==> src/design/rrl_consts.vh <==
// Overview of operation
// - Lock sequencer caps concurrent acquiring channels; default 8, may be set to 1.
// - Per channel, pattern generator and sequence checker are never active together.
// - A channel locks only at its programmed rates and dividers.
// - Each channel uses its own rate code, independent of others.
// - Rate code field selects the rate set; 0x6 is 11.5 Gbps, divider 1.
// - Codes 0x7 and 0x8 use dividers 1, 2 and 4 in both groups.
// - Code 0x9 uses dividers 2, 4; code 0xA uses 1, 2, 4.
// - Code 0xB uses divider 8 in group one, divider 1 in group two.
// - Rate counting spans 1024 reference periods at 25 MHz, VCO divided by 32.
`ifndef RRL_CONSTS_VH
`define RRL_CONSTS_VH
// ----------------------------------------------------------------
// Register map (byte offsets, word aligned, byte address = offset)
// ----------------------------------------------------------------
`define RRL_ADR_SHARED  8'h00
`define RRL_ADR_STATUS  8'h04
`define RRL_ADR_CH_BASE 8'h40
// Shared register fields
`define RRL_SH_LIM_LSB  0
`define RRL_SH_REFDIV_LSB 8
`define RRL_SH_LIM_RST  4'h8
`define RRL_SH_REFDIV_RST 4'h0
// Channel register fields
`define RRL_CH_RST_BIT  0
`define RRL_CH_PGEN_BIT 1
`define RRL_CH_PCHK_BIT 2
`define RRL_CH_RATE_LSB 4
`define RRL_CH_RST_VAL  8'h01
// Rate codes
`define RRL_RATE_CUSTOM 4'h6
`define RRL_RATE_IL     4'h7
`define RRL_RATE_CPRI1  4'h8
`define RRL_RATE_CPRI2  4'h9
`define RRL_RATE_10G    4'ha
`define RRL_RATE_ETH    4'hb
// Divider masks: bit0=/1 bit1=/2 bit2=/4 bit3=/8
`define RRL_DIV_1       4'h1
`define RRL_DIV_124     4'h7
`define RRL_DIV_24      4'h6
`define RRL_DIV_8       4'h8
// ----------------------------------------------------------------
// Timing
// ----------------------------------------------------------------
`define RRL_REF_MHZ     25
`define RRL_CLK_MHZ     25
`define RRL_CNT_PERIODS 1024
`define RRL_CNT_CYC     ((`RRL_CNT_PERIODS*`RRL_CLK_MHZ)/`RRL_REF_MHZ)
`endif

==> src/design/rrl_top.v <==
// Decided for this implementation: the address map and register access over Wishbone.
`timescale 1ns/100ps
`default_nettype none
`include "rrl_consts.vh"
module rrl_top #(
  parameter integer NCH = 16,
  parameter integer CW  = 16
) (
  input  wire              clk_i,
  input  wire              rst_i,
  input  wire              wb_cyc_i,
  input  wire              wb_stb_i,
  input  wire              wb_we_i,
  input  wire [7:0]        wb_adr_i,
  input  wire [3:0]        wb_sel_i,
  input  wire [31:0]       wb_dat_i,
  output reg  [31:0]       wb_dat_o,
  output reg               wb_ack_o,
  input  wire [NCH*CW-1:0] vco_cnt_i,
  output reg  [NCH-1:0]    lock_o,
  output reg  [NCH-1:0]    pgen_en_o,
  output reg  [NCH-1:0]    pchk_en_o
);
  // ----------------------------------------------------------------
  // Registers
  // ----------------------------------------------------------------
  reg  [3:0]     lim_r;
  reg  [3:0]     refdiv_r;
  reg  [7:0]     ch_r [0:NCH-1];
  reg  [10:0]    cnt_r;
  reg            tick_r;
  reg  [NCH-1:0] grant_r;
  wire [NCH-1:0] req;
  wire [NCH-1:0] lock;
  wire [NCH-1:0] cdr_rst;
  wire [CW-1:0]  tol = 16'd8;
  wire           acc = wb_cyc_i & wb_stb_i & ~wb_ack_o;
  wire           wr0 = acc & wb_we_i & wb_sel_i[0];
  wire [3:0]     chi = wb_adr_i[5:2];
  wire           ch_hit = wb_adr_i[7:6] == 2'b01;
  integer        i;
  integer        j;
  reg  [4:0]     lim_eff;
  reg  [4:0]     nact;
  reg  [NCH-1:0] gnt_nxt;
  // ----------------------------------------------------------------
  // Count window
  // ----------------------------------------------------------------
  always @(posedge clk_i) begin
    if (rst_i) begin
      cnt_r  <= 11'h000;
      tick_r <= 1'b0;
    end else begin
      tick_r <= cnt_r == `RRL_CNT_CYC - 1;
      cnt_r  <= (cnt_r == `RRL_CNT_CYC - 1) ? 11'h000 : cnt_r + 11'h001;
    end
  end
  // ----------------------------------------------------------------
  // Lock slot arbiter
  // ----------------------------------------------------------------
  always @* begin
    // A limit of 0 acts as 1; the cap never rises above the default of 8
    lim_eff = (lim_r == 4'h0) ? 5'h01 :
              (lim_r > `RRL_SH_LIM_RST) ? {1'b0, `RRL_SH_LIM_RST} :
              {1'b0, lim_r};
    nact = 5'h00;
    gnt_nxt = grant_r & req;
    for (i = 0; i < NCH; i = i + 1)
      if (gnt_nxt[i]) nact = nact + 5'h01;
    // Lowest index wins a freed slot
    for (i = 0; i < NCH; i = i + 1)
      if (req[i] && !gnt_nxt[i] && nact < lim_eff) begin
        gnt_nxt[i] = 1'b1;
        nact = nact + 5'h01;
      end
  end
  // ----------------------------------------------------------------
  // Wishbone slave and channel state
  // ----------------------------------------------------------------
  always @(posedge clk_i) begin
    if (rst_i) begin
      wb_ack_o  <= 1'b0;
      wb_dat_o  <= 32'h0000_0000;
      lim_r     <= `RRL_SH_LIM_RST;
      refdiv_r  <= `RRL_SH_REFDIV_RST;
      grant_r   <= {NCH{1'b0}};
      lock_o    <= {NCH{1'b0}};
      pgen_en_o <= {NCH{1'b0}};
      pchk_en_o <= {NCH{1'b0}};
      for (j = 0; j < NCH; j = j + 1) ch_r[j] <= `RRL_CH_RST_VAL;
    end else begin
      grant_r  <= gnt_nxt;
      lock_o   <= lock;
      wb_ack_o <= acc;
      wb_dat_o <= 32'h0000_0000;
      for (j = 0; j < NCH; j = j + 1) begin
        pgen_en_o[j] <= ch_r[j][`RRL_CH_PGEN_BIT];
        pchk_en_o[j] <= ch_r[j][`RRL_CH_PCHK_BIT] &
                        ~ch_r[j][`RRL_CH_PGEN_BIT];
      end
      if (acc && !wb_we_i) begin
        if (wb_adr_i == `RRL_ADR_SHARED)
          wb_dat_o <= {20'h00000, refdiv_r, 4'h0, lim_r};
        else if (wb_adr_i == `RRL_ADR_STATUS)
          wb_dat_o <= {grant_r, lock};
        else if (ch_hit)
          wb_dat_o <= {24'h000000, ch_r[chi]};
      end
      if (wr0 && wb_adr_i == `RRL_ADR_SHARED)
        lim_r <= wb_dat_i[`RRL_SH_LIM_LSB+3:`RRL_SH_LIM_LSB];
      if (acc && wb_we_i && wb_sel_i[1] && wb_adr_i == `RRL_ADR_SHARED)
        refdiv_r <= wb_dat_i[`RRL_SH_REFDIV_LSB+3:`RRL_SH_REFDIV_LSB];
      if (wr0 && ch_hit) begin
        ch_r[chi] <= wb_dat_i[7:0];
        // Generator wins if both asked for; the checker bit is dropped
        if (wb_dat_i[`RRL_CH_PGEN_BIT])
          ch_r[chi][`RRL_CH_PCHK_BIT] <= 1'b0;
      end
    end
  end
  // ----------------------------------------------------------------
  // Channels
  // ----------------------------------------------------------------
  genvar g;
  generate
    for (g = 0; g < NCH; g = g + 1) begin : g_ch
      assign cdr_rst[g] = ch_r[g][`RRL_CH_RST_BIT];
      rrl_lock_chan #(.CW(CW)) u_ch (
        .clk_i     (clk_i),
        .rst_i     (rst_i),
        .cdr_rst_i (cdr_rst[g]),
        .rate_i    (ch_r[g][7:4]),
        .tick_i    (tick_r),
        .vco_cnt_i (vco_cnt_i[g*CW +: CW]),
        .tol_i     (tol),
        .grant_i   (grant_r[g]),
        .req_o     (req[g]),
        .lock_o    (lock[g]),
        .div1_o    (),
        .div2_o    ()
      );
    end
  endgenerate
endmodule // rrl_top
`default_nettype wire

==> src/design/rrl_lock_chan.v <==
`timescale 1ns/100ps
`default_nettype none
`include "rrl_consts.vh"
module rrl_lock_chan #(
  parameter integer CW = 16
) (
  input  wire          clk_i,
  input  wire          rst_i,
  input  wire          cdr_rst_i,
  input  wire [3:0]    rate_i,
  input  wire          tick_i,
  input  wire [CW-1:0] vco_cnt_i,
  input  wire [CW-1:0] tol_i,
  input  wire          grant_i,
  output reg           req_o,
  output reg           lock_o,
  output reg  [3:0]    div1_o,
  output reg  [3:0]    div2_o
);
  // ----------------------------------------------------------------
  // Divider table
  // ----------------------------------------------------------------
  reg [3:0]    d1;
  reg [3:0]    d2;
  reg [CW-1:0] exp_cnt;
  reg          match;
  always @* begin
    d1 = 4'h0;
    d2 = 4'h0;
    exp_cnt = {CW{1'b0}};
    case (rate_i)
      `RRL_RATE_CUSTOM: begin
        d1 = `RRL_DIV_1; d2 = `RRL_DIV_1; exp_cnt = 16'd14720;
      end
      `RRL_RATE_IL, `RRL_RATE_CPRI1, `RRL_RATE_10G: begin
        d1 = `RRL_DIV_124; d2 = `RRL_DIV_124;
        exp_cnt = (rate_i == `RRL_RATE_IL) ? 16'd16000 :
                  (rate_i == `RRL_RATE_CPRI1) ? 16'd12583 : 16'd12800;
      end
      `RRL_RATE_CPRI2: begin
        d1 = `RRL_DIV_24; d2 = `RRL_DIV_24; exp_cnt = 16'd15729;
      end
      `RRL_RATE_ETH: begin
        d1 = `RRL_DIV_8; d2 = `RRL_DIV_1; exp_cnt = 16'd13200;
      end
      default: begin
        d1 = 4'h0; d2 = 4'h0; exp_cnt = {CW{1'b0}};
      end
    endcase
    // Count taken over 1024 ref periods of VCO/32, compared unscaled with exp_cnt
    // One spare bit so a count near full scale cannot wrap into a match
    match = (d1 != 4'h0) &&
            ({1'b0, vco_cnt_i} + {1'b0, tol_i} >= {1'b0, exp_cnt}) &&
            ({1'b0, vco_cnt_i} <= {1'b0, exp_cnt} + {1'b0, tol_i});
  end
  // Slot held only while acquiring; released once locked or reset
  always @(posedge clk_i) begin
    if (rst_i || cdr_rst_i) begin
      req_o  <= 1'b0;
      lock_o <= 1'b0;
      div1_o <= 4'h0;
      div2_o <= 4'h0;
    end else begin
      div1_o <= d1;
      div2_o <= d2;
      if (!lock_o) begin
        req_o <= ~(grant_i & tick_i & match);
        if (grant_i && tick_i && match) lock_o <= 1'b1;
      end else begin
        req_o <= 1'b0;
        if (tick_i && !match) lock_o <= 1'b0;
      end
    end
  end
endmodule // rrl_lock_chan
`default_nettype wire

==> config.mk <==
export PLATFORM = sky130hd
export DESIGN_NAME = rrl_top
export DESIGN_NICKNAME = d
export VERILOG_FILES = /design/src/design/rrl_top.v /design/src/design/rrl_lock_chan.v
export VERILOG_INCLUDE_DIRS = /design/src /design/src/design
export SDC_FILE = /design/constraint.sdc
export NUM_CORES = 1
export LEC_CHECK = 0
export BUFFER_PORTS_ARGS = -buffer_cell sky130_fd_sc_hd__buf_2
export CAP_MARGIN = 20
export CORE_ASPECT_RATIO = 1.1
export CORE_MARGIN = 3
export CORE_UTILIZATION = 50
export CTS_CLUSTER_DIAMETER = 60
export DETAILED_ROUTE_END_ITERATION = 10
export GPL_TIMING_DRIVEN = 0
export PLACE_DENSITY = 0.68
export SETUP_SLACK_MARGIN = 0.15
export SLEW_MARGIN = 0
export SYNTH_ARGS = -nofsm -noshare
export SYNTH_HDL_FRONTEND = slang
export SYNTH_SLANG_ARGS = --single-unit
==> constraint.sdc <==
create_clock -name clk_i -period 36.4 [get_ports clk_i]
set_input_delay 3.64 -clock clk_i [delete_from_list [all_inputs] [get_ports clk_i]]
set_output_delay 3.64 -clock clk_i [all_outputs]
set_load 0.02 [all_outputs]
Word-level counts from Yosys, hierarchy flattened --
Memories as Yosys holds them, arrays and structs flattened. Index checks and enable logic that the tools add are counted.
Word-level totals: RAM bits 128, memories kept 1, register bits 149, logic and storage cells 741, bits of input ports 305, output and inout port bits 81
Operators by class: multiplexer cells 177, reduce and logical (&&, ||, !) cells 221, equal/unequal tests 99, bitwise gates (word level) 88, order comparisons 49, add/subtract/negate cells 63
Memory list:
- ch_r | depth 16, width 8, read ports 17, clocked after memory_dff 0, wr ports 16, line rrl_top.v:29 | reg [7:0] ch_r [0:NCH-1];
Operators with widths (number):
- 16-bit one-hot mux with 4 select lines | 16
- 16-bit by 4-bit adder with 17-bit output (second input constant) | 32
- 17-bit by 16-bit >= comparator with 1-bit output | 16
- 16-bit by 17-bit less-or-equal comparator with 1-bit output | 16
- 4-bit equality test (second input constant) | 64
- 16-bit two-way mux | 16
- 4-bit one-hot mux with 4 select lines | 16
- 10-bit two-way mux | 16
- 5-bit by 1-bit adder with 5-bit output (second input constant) | 30
- 5-bit two-way mux | 30
- 4-bit by 3-bit equality test with 1-bit output (second input constant) | 32
- 1-bit logical AND | 118
- 5-bit by 4-bit < comparator with 1-bit output | 16
- 1-bit two-way mux | 75
- 4-bit nonzero test | 16
- 1-bit bitwise AND | 52
- 3-bit OR reduction | 17
- 2-bit OR reduction | 18
- 1-bit NOT | 34
- 1-bit logical NOT | 33
- 32-bit two-way mux | 1
- 16-bit bitwise AND | 1
- 1-bit logical OR | 16
- 8-bit two-way mux | 2
- other kinds (12) | 14

Depth between registers and ports, before layout --
depth after elaboration 80, depth in mapped cells 170

Cells and area by module --
A second synthesis with hierarchy kept.
Second synthesis, totals: cells, all modules 6632, area total of the unflattened synthesis 54380.9 um2
Modules (own cells, without submodules):
- rrl_lock_chan at g_ch[13].u_ch ... | instances 8, cells each 309, area an instance 2364.8 um2
- rrl_top | instances 1, cells each 1666, area an instance 16540.9 um2
- rrl_lock_chan at g_ch[0].u_ch ... | instances 6, cells each 311, area an instance 2354.8 um2
- rrl_lock_chan at g_ch[12].u_ch | instances 1, cells each 317, area an instance 2412.3 um2
- rrl_lock_chan at g_ch[15].u_ch | instances 1, cells each 311, area an instance 2381.0 um2

Least setup slack after synthesis --
OpenSTA, ideal clock, no wires.
kind flip-flop to flip-flop, from reg grant_r[1], to reg grant_r[15], stages on the path, launching flop included 161, data required time 36297 ps, buffers on the path 2, setup time 103 ps, path slack 6258 ps, data arrival time 30039 ps, path through dfxtp_1 -> nand2_1 -> ha_1 -> buf_2 -> xnor2_1 -> ha_1 -> xnor2_1 -> a21oi_1 -> xnor2_1 -> nand2_1 -> nand2_1 -> ha_1 -> o21ai_0 -> xnor2_1 -> o21ai_0 -> ha_1 -> nand2_1 -> o21ai_1 -> [125 not listed] -> xnor2_1 -> ha_1 -> a21o_1 -> a2111oi_0 -> nand3_1 -> a41oi_1 -> o21ai_0 -> mux2_2 -> ha_1 -> a21o_1 -> a21oi_1 -> o211ai_2 -> or3_4 -> mux2_1 -> ha_1 -> o21ai_0 -> a21oi_1 -> a2111oi_2
On the way: cells in the longest elaborated chain, start to end 78, elaborated cells between the ends (all ways) 95, classes of those cells add/sub (29); order compare (16); mux (31); bitwise (1); reduce/logical (18)
Ends and longest elaborated chain:
- start: declaration | line rrl_top.v:32 | reg [NCH-1:0] grant_r;
- start signal: assignment | line rrl_top.v:86 | grant_r <= {NCH{1'b0}};
- start signal: assignment | line rrl_top.v:92 | grant_r <= gnt_nxt;
- 16-bit bitwise AND (*) | line rrl_top.v:67 | gnt_nxt = grant_r & req;
- 5-bit two-way mux | line rrl_top.v:69 | if (gnt_nxt[i]) nact = nact + 5'h01;
- 5-bit by 1-bit adder with 5-bit output | line rrl_top.v:69
- 5-bit two-way mux | line rrl_top.v:69
- 5-bit by 1-bit adder with 5-bit output | line rrl_top.v:69
- 5-bit two-way mux | line rrl_top.v:69
- 5-bit by 1-bit adder with 5-bit output | line rrl_top.v:69
- 5-bit two-way mux | line rrl_top.v:69
- [62 not listed]
- 1-bit logical AND | line rrl_top.v:72 | if (req[i] && !gnt_nxt[i] && nact < lim_eff) begin
- 5-bit two-way mux (*) | line rrl_top.v:72
- 5-bit by 4-bit < comparator with 1-bit output | line rrl_top.v:72
- 1-bit logical AND | line rrl_top.v:72
- 5-bit two-way mux (*) | line rrl_top.v:72
- 5-bit by 4-bit < comparator with 1-bit output (*) | line rrl_top.v:72
- 1-bit logical AND (*) | line rrl_top.v:72
- 1-bit two-way mux (*) | line rrl_top.v:72
Every way passes the cells marked *; elsewhere a longest branch is shown, timed or not. A chain may end at the register's enable or synchronous reset.

Worst setup path in the final report --
from reg grant_r[0], to reg grant_r[15]
On the way: cells in the longest elaborated chain, start to end 80, elaborated cells between the ends (all ways) 97, classes of those cells add/sub (30); order compare (16); mux (32); bitwise (1); reduce/logical (18)
Ends and longest elaborated chain (line):
- 16-bit bitwise AND (*) | rrl_top.v:67
- 1-bit two-way mux | rrl_top.v:69
- 5-bit by 1-bit adder with 5-bit output | rrl_top.v:69
- 5-bit two-way mux | rrl_top.v:69
- 5-bit by 1-bit adder with 5-bit output | rrl_top.v:69
- 5-bit two-way mux | rrl_top.v:69
- 5-bit by 1-bit adder with 5-bit output | rrl_top.v:69
- 5-bit two-way mux | rrl_top.v:69
- [64 not listed]
- 1-bit logical AND | rrl_top.v:72
- 5-bit two-way mux (*) | rrl_top.v:72
- 5-bit by 4-bit < comparator with 1-bit output | rrl_top.v:72
- 1-bit logical AND | rrl_top.v:72
- 5-bit two-way mux (*) | rrl_top.v:72
- 5-bit by 4-bit < comparator with 1-bit output (*) | rrl_top.v:72
- 1-bit logical AND (*) | rrl_top.v:72
- 1-bit two-way mux (*) | rrl_top.v:72
Marked as above.

==> flow_summary.ini <==
[run_status]
status = finished, final reports clean

[synthesis]
synth_ff_type = dfxtp_1
yosys_warnings = 0
synth-edff-count = 128
synthesis.nets = 4226
netlist_area_um2 = 30500
ys_types = 138
synth-seq-area-share_pct = 22.3
ys_async_sr_fraction_pct = 0
netlist_instances = 3475
avgSynthCellArea_um2 = 8.79
yosys_register_bits = 277

[flow_run]
maxCapViolCount = 0

[timing]
period_minus_slack_ns = 33.99
fmax_ghz = 0.0294
timing.hold.ws_ns = 0.449
worst_pin_slew_ns = 1.17
finalCritPeriodShare_pct = 93.4
finalClockSkew_ns = 0.0413
relSlewSlack_pct = 21.6
setup_viol = 0
slew_viol_final = 0
rsz0062_at_grt = false
finalSetupTns_ns = 0
hold_viol_final = 0

[clock_tree]
cts_buffers = 34
cts.sinks = 277
clockBufferDepth = 3
h-tree-depth = 2
cts_tree = yes
root_buffer = clkbuf_16
clkTransAtPathRegs_ns = 0.06
postCtsHoldBufs = 0
clk_latency_ns = 0.57

[power]
p_int_mw = 0.617
comb_power_share_pct = 22.4
p_seq_share_pct = 38.7
powerDensity_nw_per_um2 = 25.2
max-vdd-ir-drop_uv = 28.1
clkPwrFrac_pct = 38.9
power.total_mw = 0.879
sw_frac_of_total_pct = 29.8
switchingPower_mw = 0.262
p_leak_nw = 15.0

[floorplan]
die_w_um = 242
die_area_um2 = 64100
start_util_pct = 50.8
die_height_um = 265
io_pins = 386
rows = 94
coreArea_um2 = 60100

[cells_and_area]
nets = 4646
mostFrequentLayoutCell = ha_1
final_cell_area_um2 = 34900
drive_above_1_share_pct = 17.8
mostFrequentLayoutCells = ha_1 (446), buf_2 (374), nand2_1 (243)
syn2layout_area_growth_pct = 14.2
fillCellCount = 5556

[grt]
grt-ovfl-total = 0
grt_use_total_pct = 27.9
grt_max_degree = 21
grt_pass1_vias = 26700
antenna_found_initial = 14
grt_first_pass_wirelength_um = 146000

[critical_path]
cpMaxStageDelayCell = dfxtp_2
cp_common_cell = ha_1
critPathKind = register to register
critical_path.top_delay_family = compound AO/OA/AOI/OAI gates
worst_path_largest_cell_delay_ns = 0.42
crit_required_ns = 36.83
worstPathArrival_ns = 34.42
critPathCaptureType = register
startpoint_type = register
critPathMaxFanout = 9
cp.buffers_inverters = 13

[route]
routed_wl_um = 92700
drc = 0
drtPass1Iterations = 6
via_per_inst = 5.93
avgRoutedWirePerCell_um = 19.5
vias = 28100
antenna_left = 0
drt_iter0_drc = 2210

[placed_design]
hpwlAfterDp_um = 76500
placed_area_um2 = 33400
port_buffers = 363
gp_congestion = 0.944

[min_path]
hold_class = register to register
[worst paths after layout]
kind	slack (ns)	to	startpoint	cells after the start
max	2.41	grant_r[15]$_SDFF_PP0_	grant_r[0]$_SDFF_PP0_	161
min	0.45	tick_r$_SDFF_PP0_	cnt_r[10]$_SDFF_PP0_	1
max reg2reg	2.41	grant_r[15]$_SDFF_PP0_	grant_r[0]$_SDFF_PP0_	161
min reg2reg	0.45	tick_r$_SDFF_PP0_	cnt_r[10]$_SDFF_PP0_	1
[power groups by stage]
stage	Sequential, mW	Clock (mW)	Combinational [mW]
global placement	0.347	0	0.190
floorplan	0.344	0	0.126
global route	0.341	0.358	0.224
CTS	0.340	0.345	0.195
detailed placement	0.347	0	0.194
finish	0.340	0.342	0.197
[state kept, by name (all words and copies together), names as in the netlist]
signal	count
cnt_r	11
g_ch.u_ch.lock_o	16
grant_r	16
lim_r	4
tick_r	1
ch_r	128
pgen_en_o	16
pchk_en_o	16
lock_o	16
wb_dat_o	32
refdiv_r	4
g_ch.u_ch.req_o	16
wb_ack_o	1
[metrics by stage]
stage	instances	util [%]	worst slack, ns
floorplan	3475	-	6.26
global placement	4654	55.6	1.25
detailed placement	4656	55.6	1.23
CTS	4716	57.5	0.902
global route	4741	58.0	0.0476
finish	4746	58.0	2.41
[cells in the mapped netlist, drive strengths merged, types with 24 or more instances]
master | number | area share [%]
edfxtp | 128 | 13
and3 | 71 | 1.5
nor3b | 33 | 0.81
nor4 | 53 | 1.1
nor2b | 139 | 2.9
xor2 | 86 | 2.6
o21a | 45 | 1.1
a31oi | 38 | 0.84
and2 | 173 | 3.6
inv | 136 | 1.7
nor2 | 190 | 2.4
a211oi | 31 | 0.81
nor3 | 65 | 1.1
mux2i | 45 | 1.5
a2111oi | 30 | 1.0
clkbuf | 57 | 0.80
nand2 | 249 | 3.1
xnor2 | 165 | 5.3
ha | 446 | 18
nand4 | 94 | 1.9
dfxtp | 149 | 9.8
nand3 | 163 | 2.8
mux4 | 40 | 2.9
nand2b | 60 | 1.2
or3 | 24 | 0.56
a21oi | 187 | 3.1
a21o | 125 | 3.1
o21ai | 193 | 3.2
[layer usage]
| metal | global-route usage (%) | wire length (um) |
|---|---|---|
| met3 | 4.94 | 7530 |
| met5 | 0 | 34 |
| met2 | 45.9 | 42300 |
| met4 | 9.10 | 2970 |
| met1 | 37.4 | 39800 |
[cells by family after synthesis]
kind of cell,share of synthesized area [%]
muxes,5.13
and+or+nand+nor,24.7
buffers and inverters,3.10
DFF,22.3
AOI/OAI and AO/OA,17.6
xor gates and xnor gates,8.89
adders and majority gates,18.3
[area by class of cell]
| type | count | area, um^2 | area share (%) |
|---|---|---|---|
| Multi-Input combinational cell | 2979 | 23000 | 65.8 |
| Timing Repair Buffer | 384 | 1950 | 5.59 |
| Sequential cell | 277 | 6830 | 19.6 |
| Clock inverter | 16 | 178 | 0.509 |
| Buffer | 82 | 433 | 1.24 |
| Inverter | 137 | 514 | 1.47 |
| Antenna cell | 11 | 27.5 | 0.0789 |
| Tap cell | 816 | 1020 | 2.93 |
| Clock buffer | 44 | 961 | 2.76 |
[repair_timing]
action,CTS,global route
gates resized for setup,0,39
setup endpoints to repair,0,3
setup buffers,0,10
hold endpoints to repair,0,0
Power figures use the tool's default switching activity.
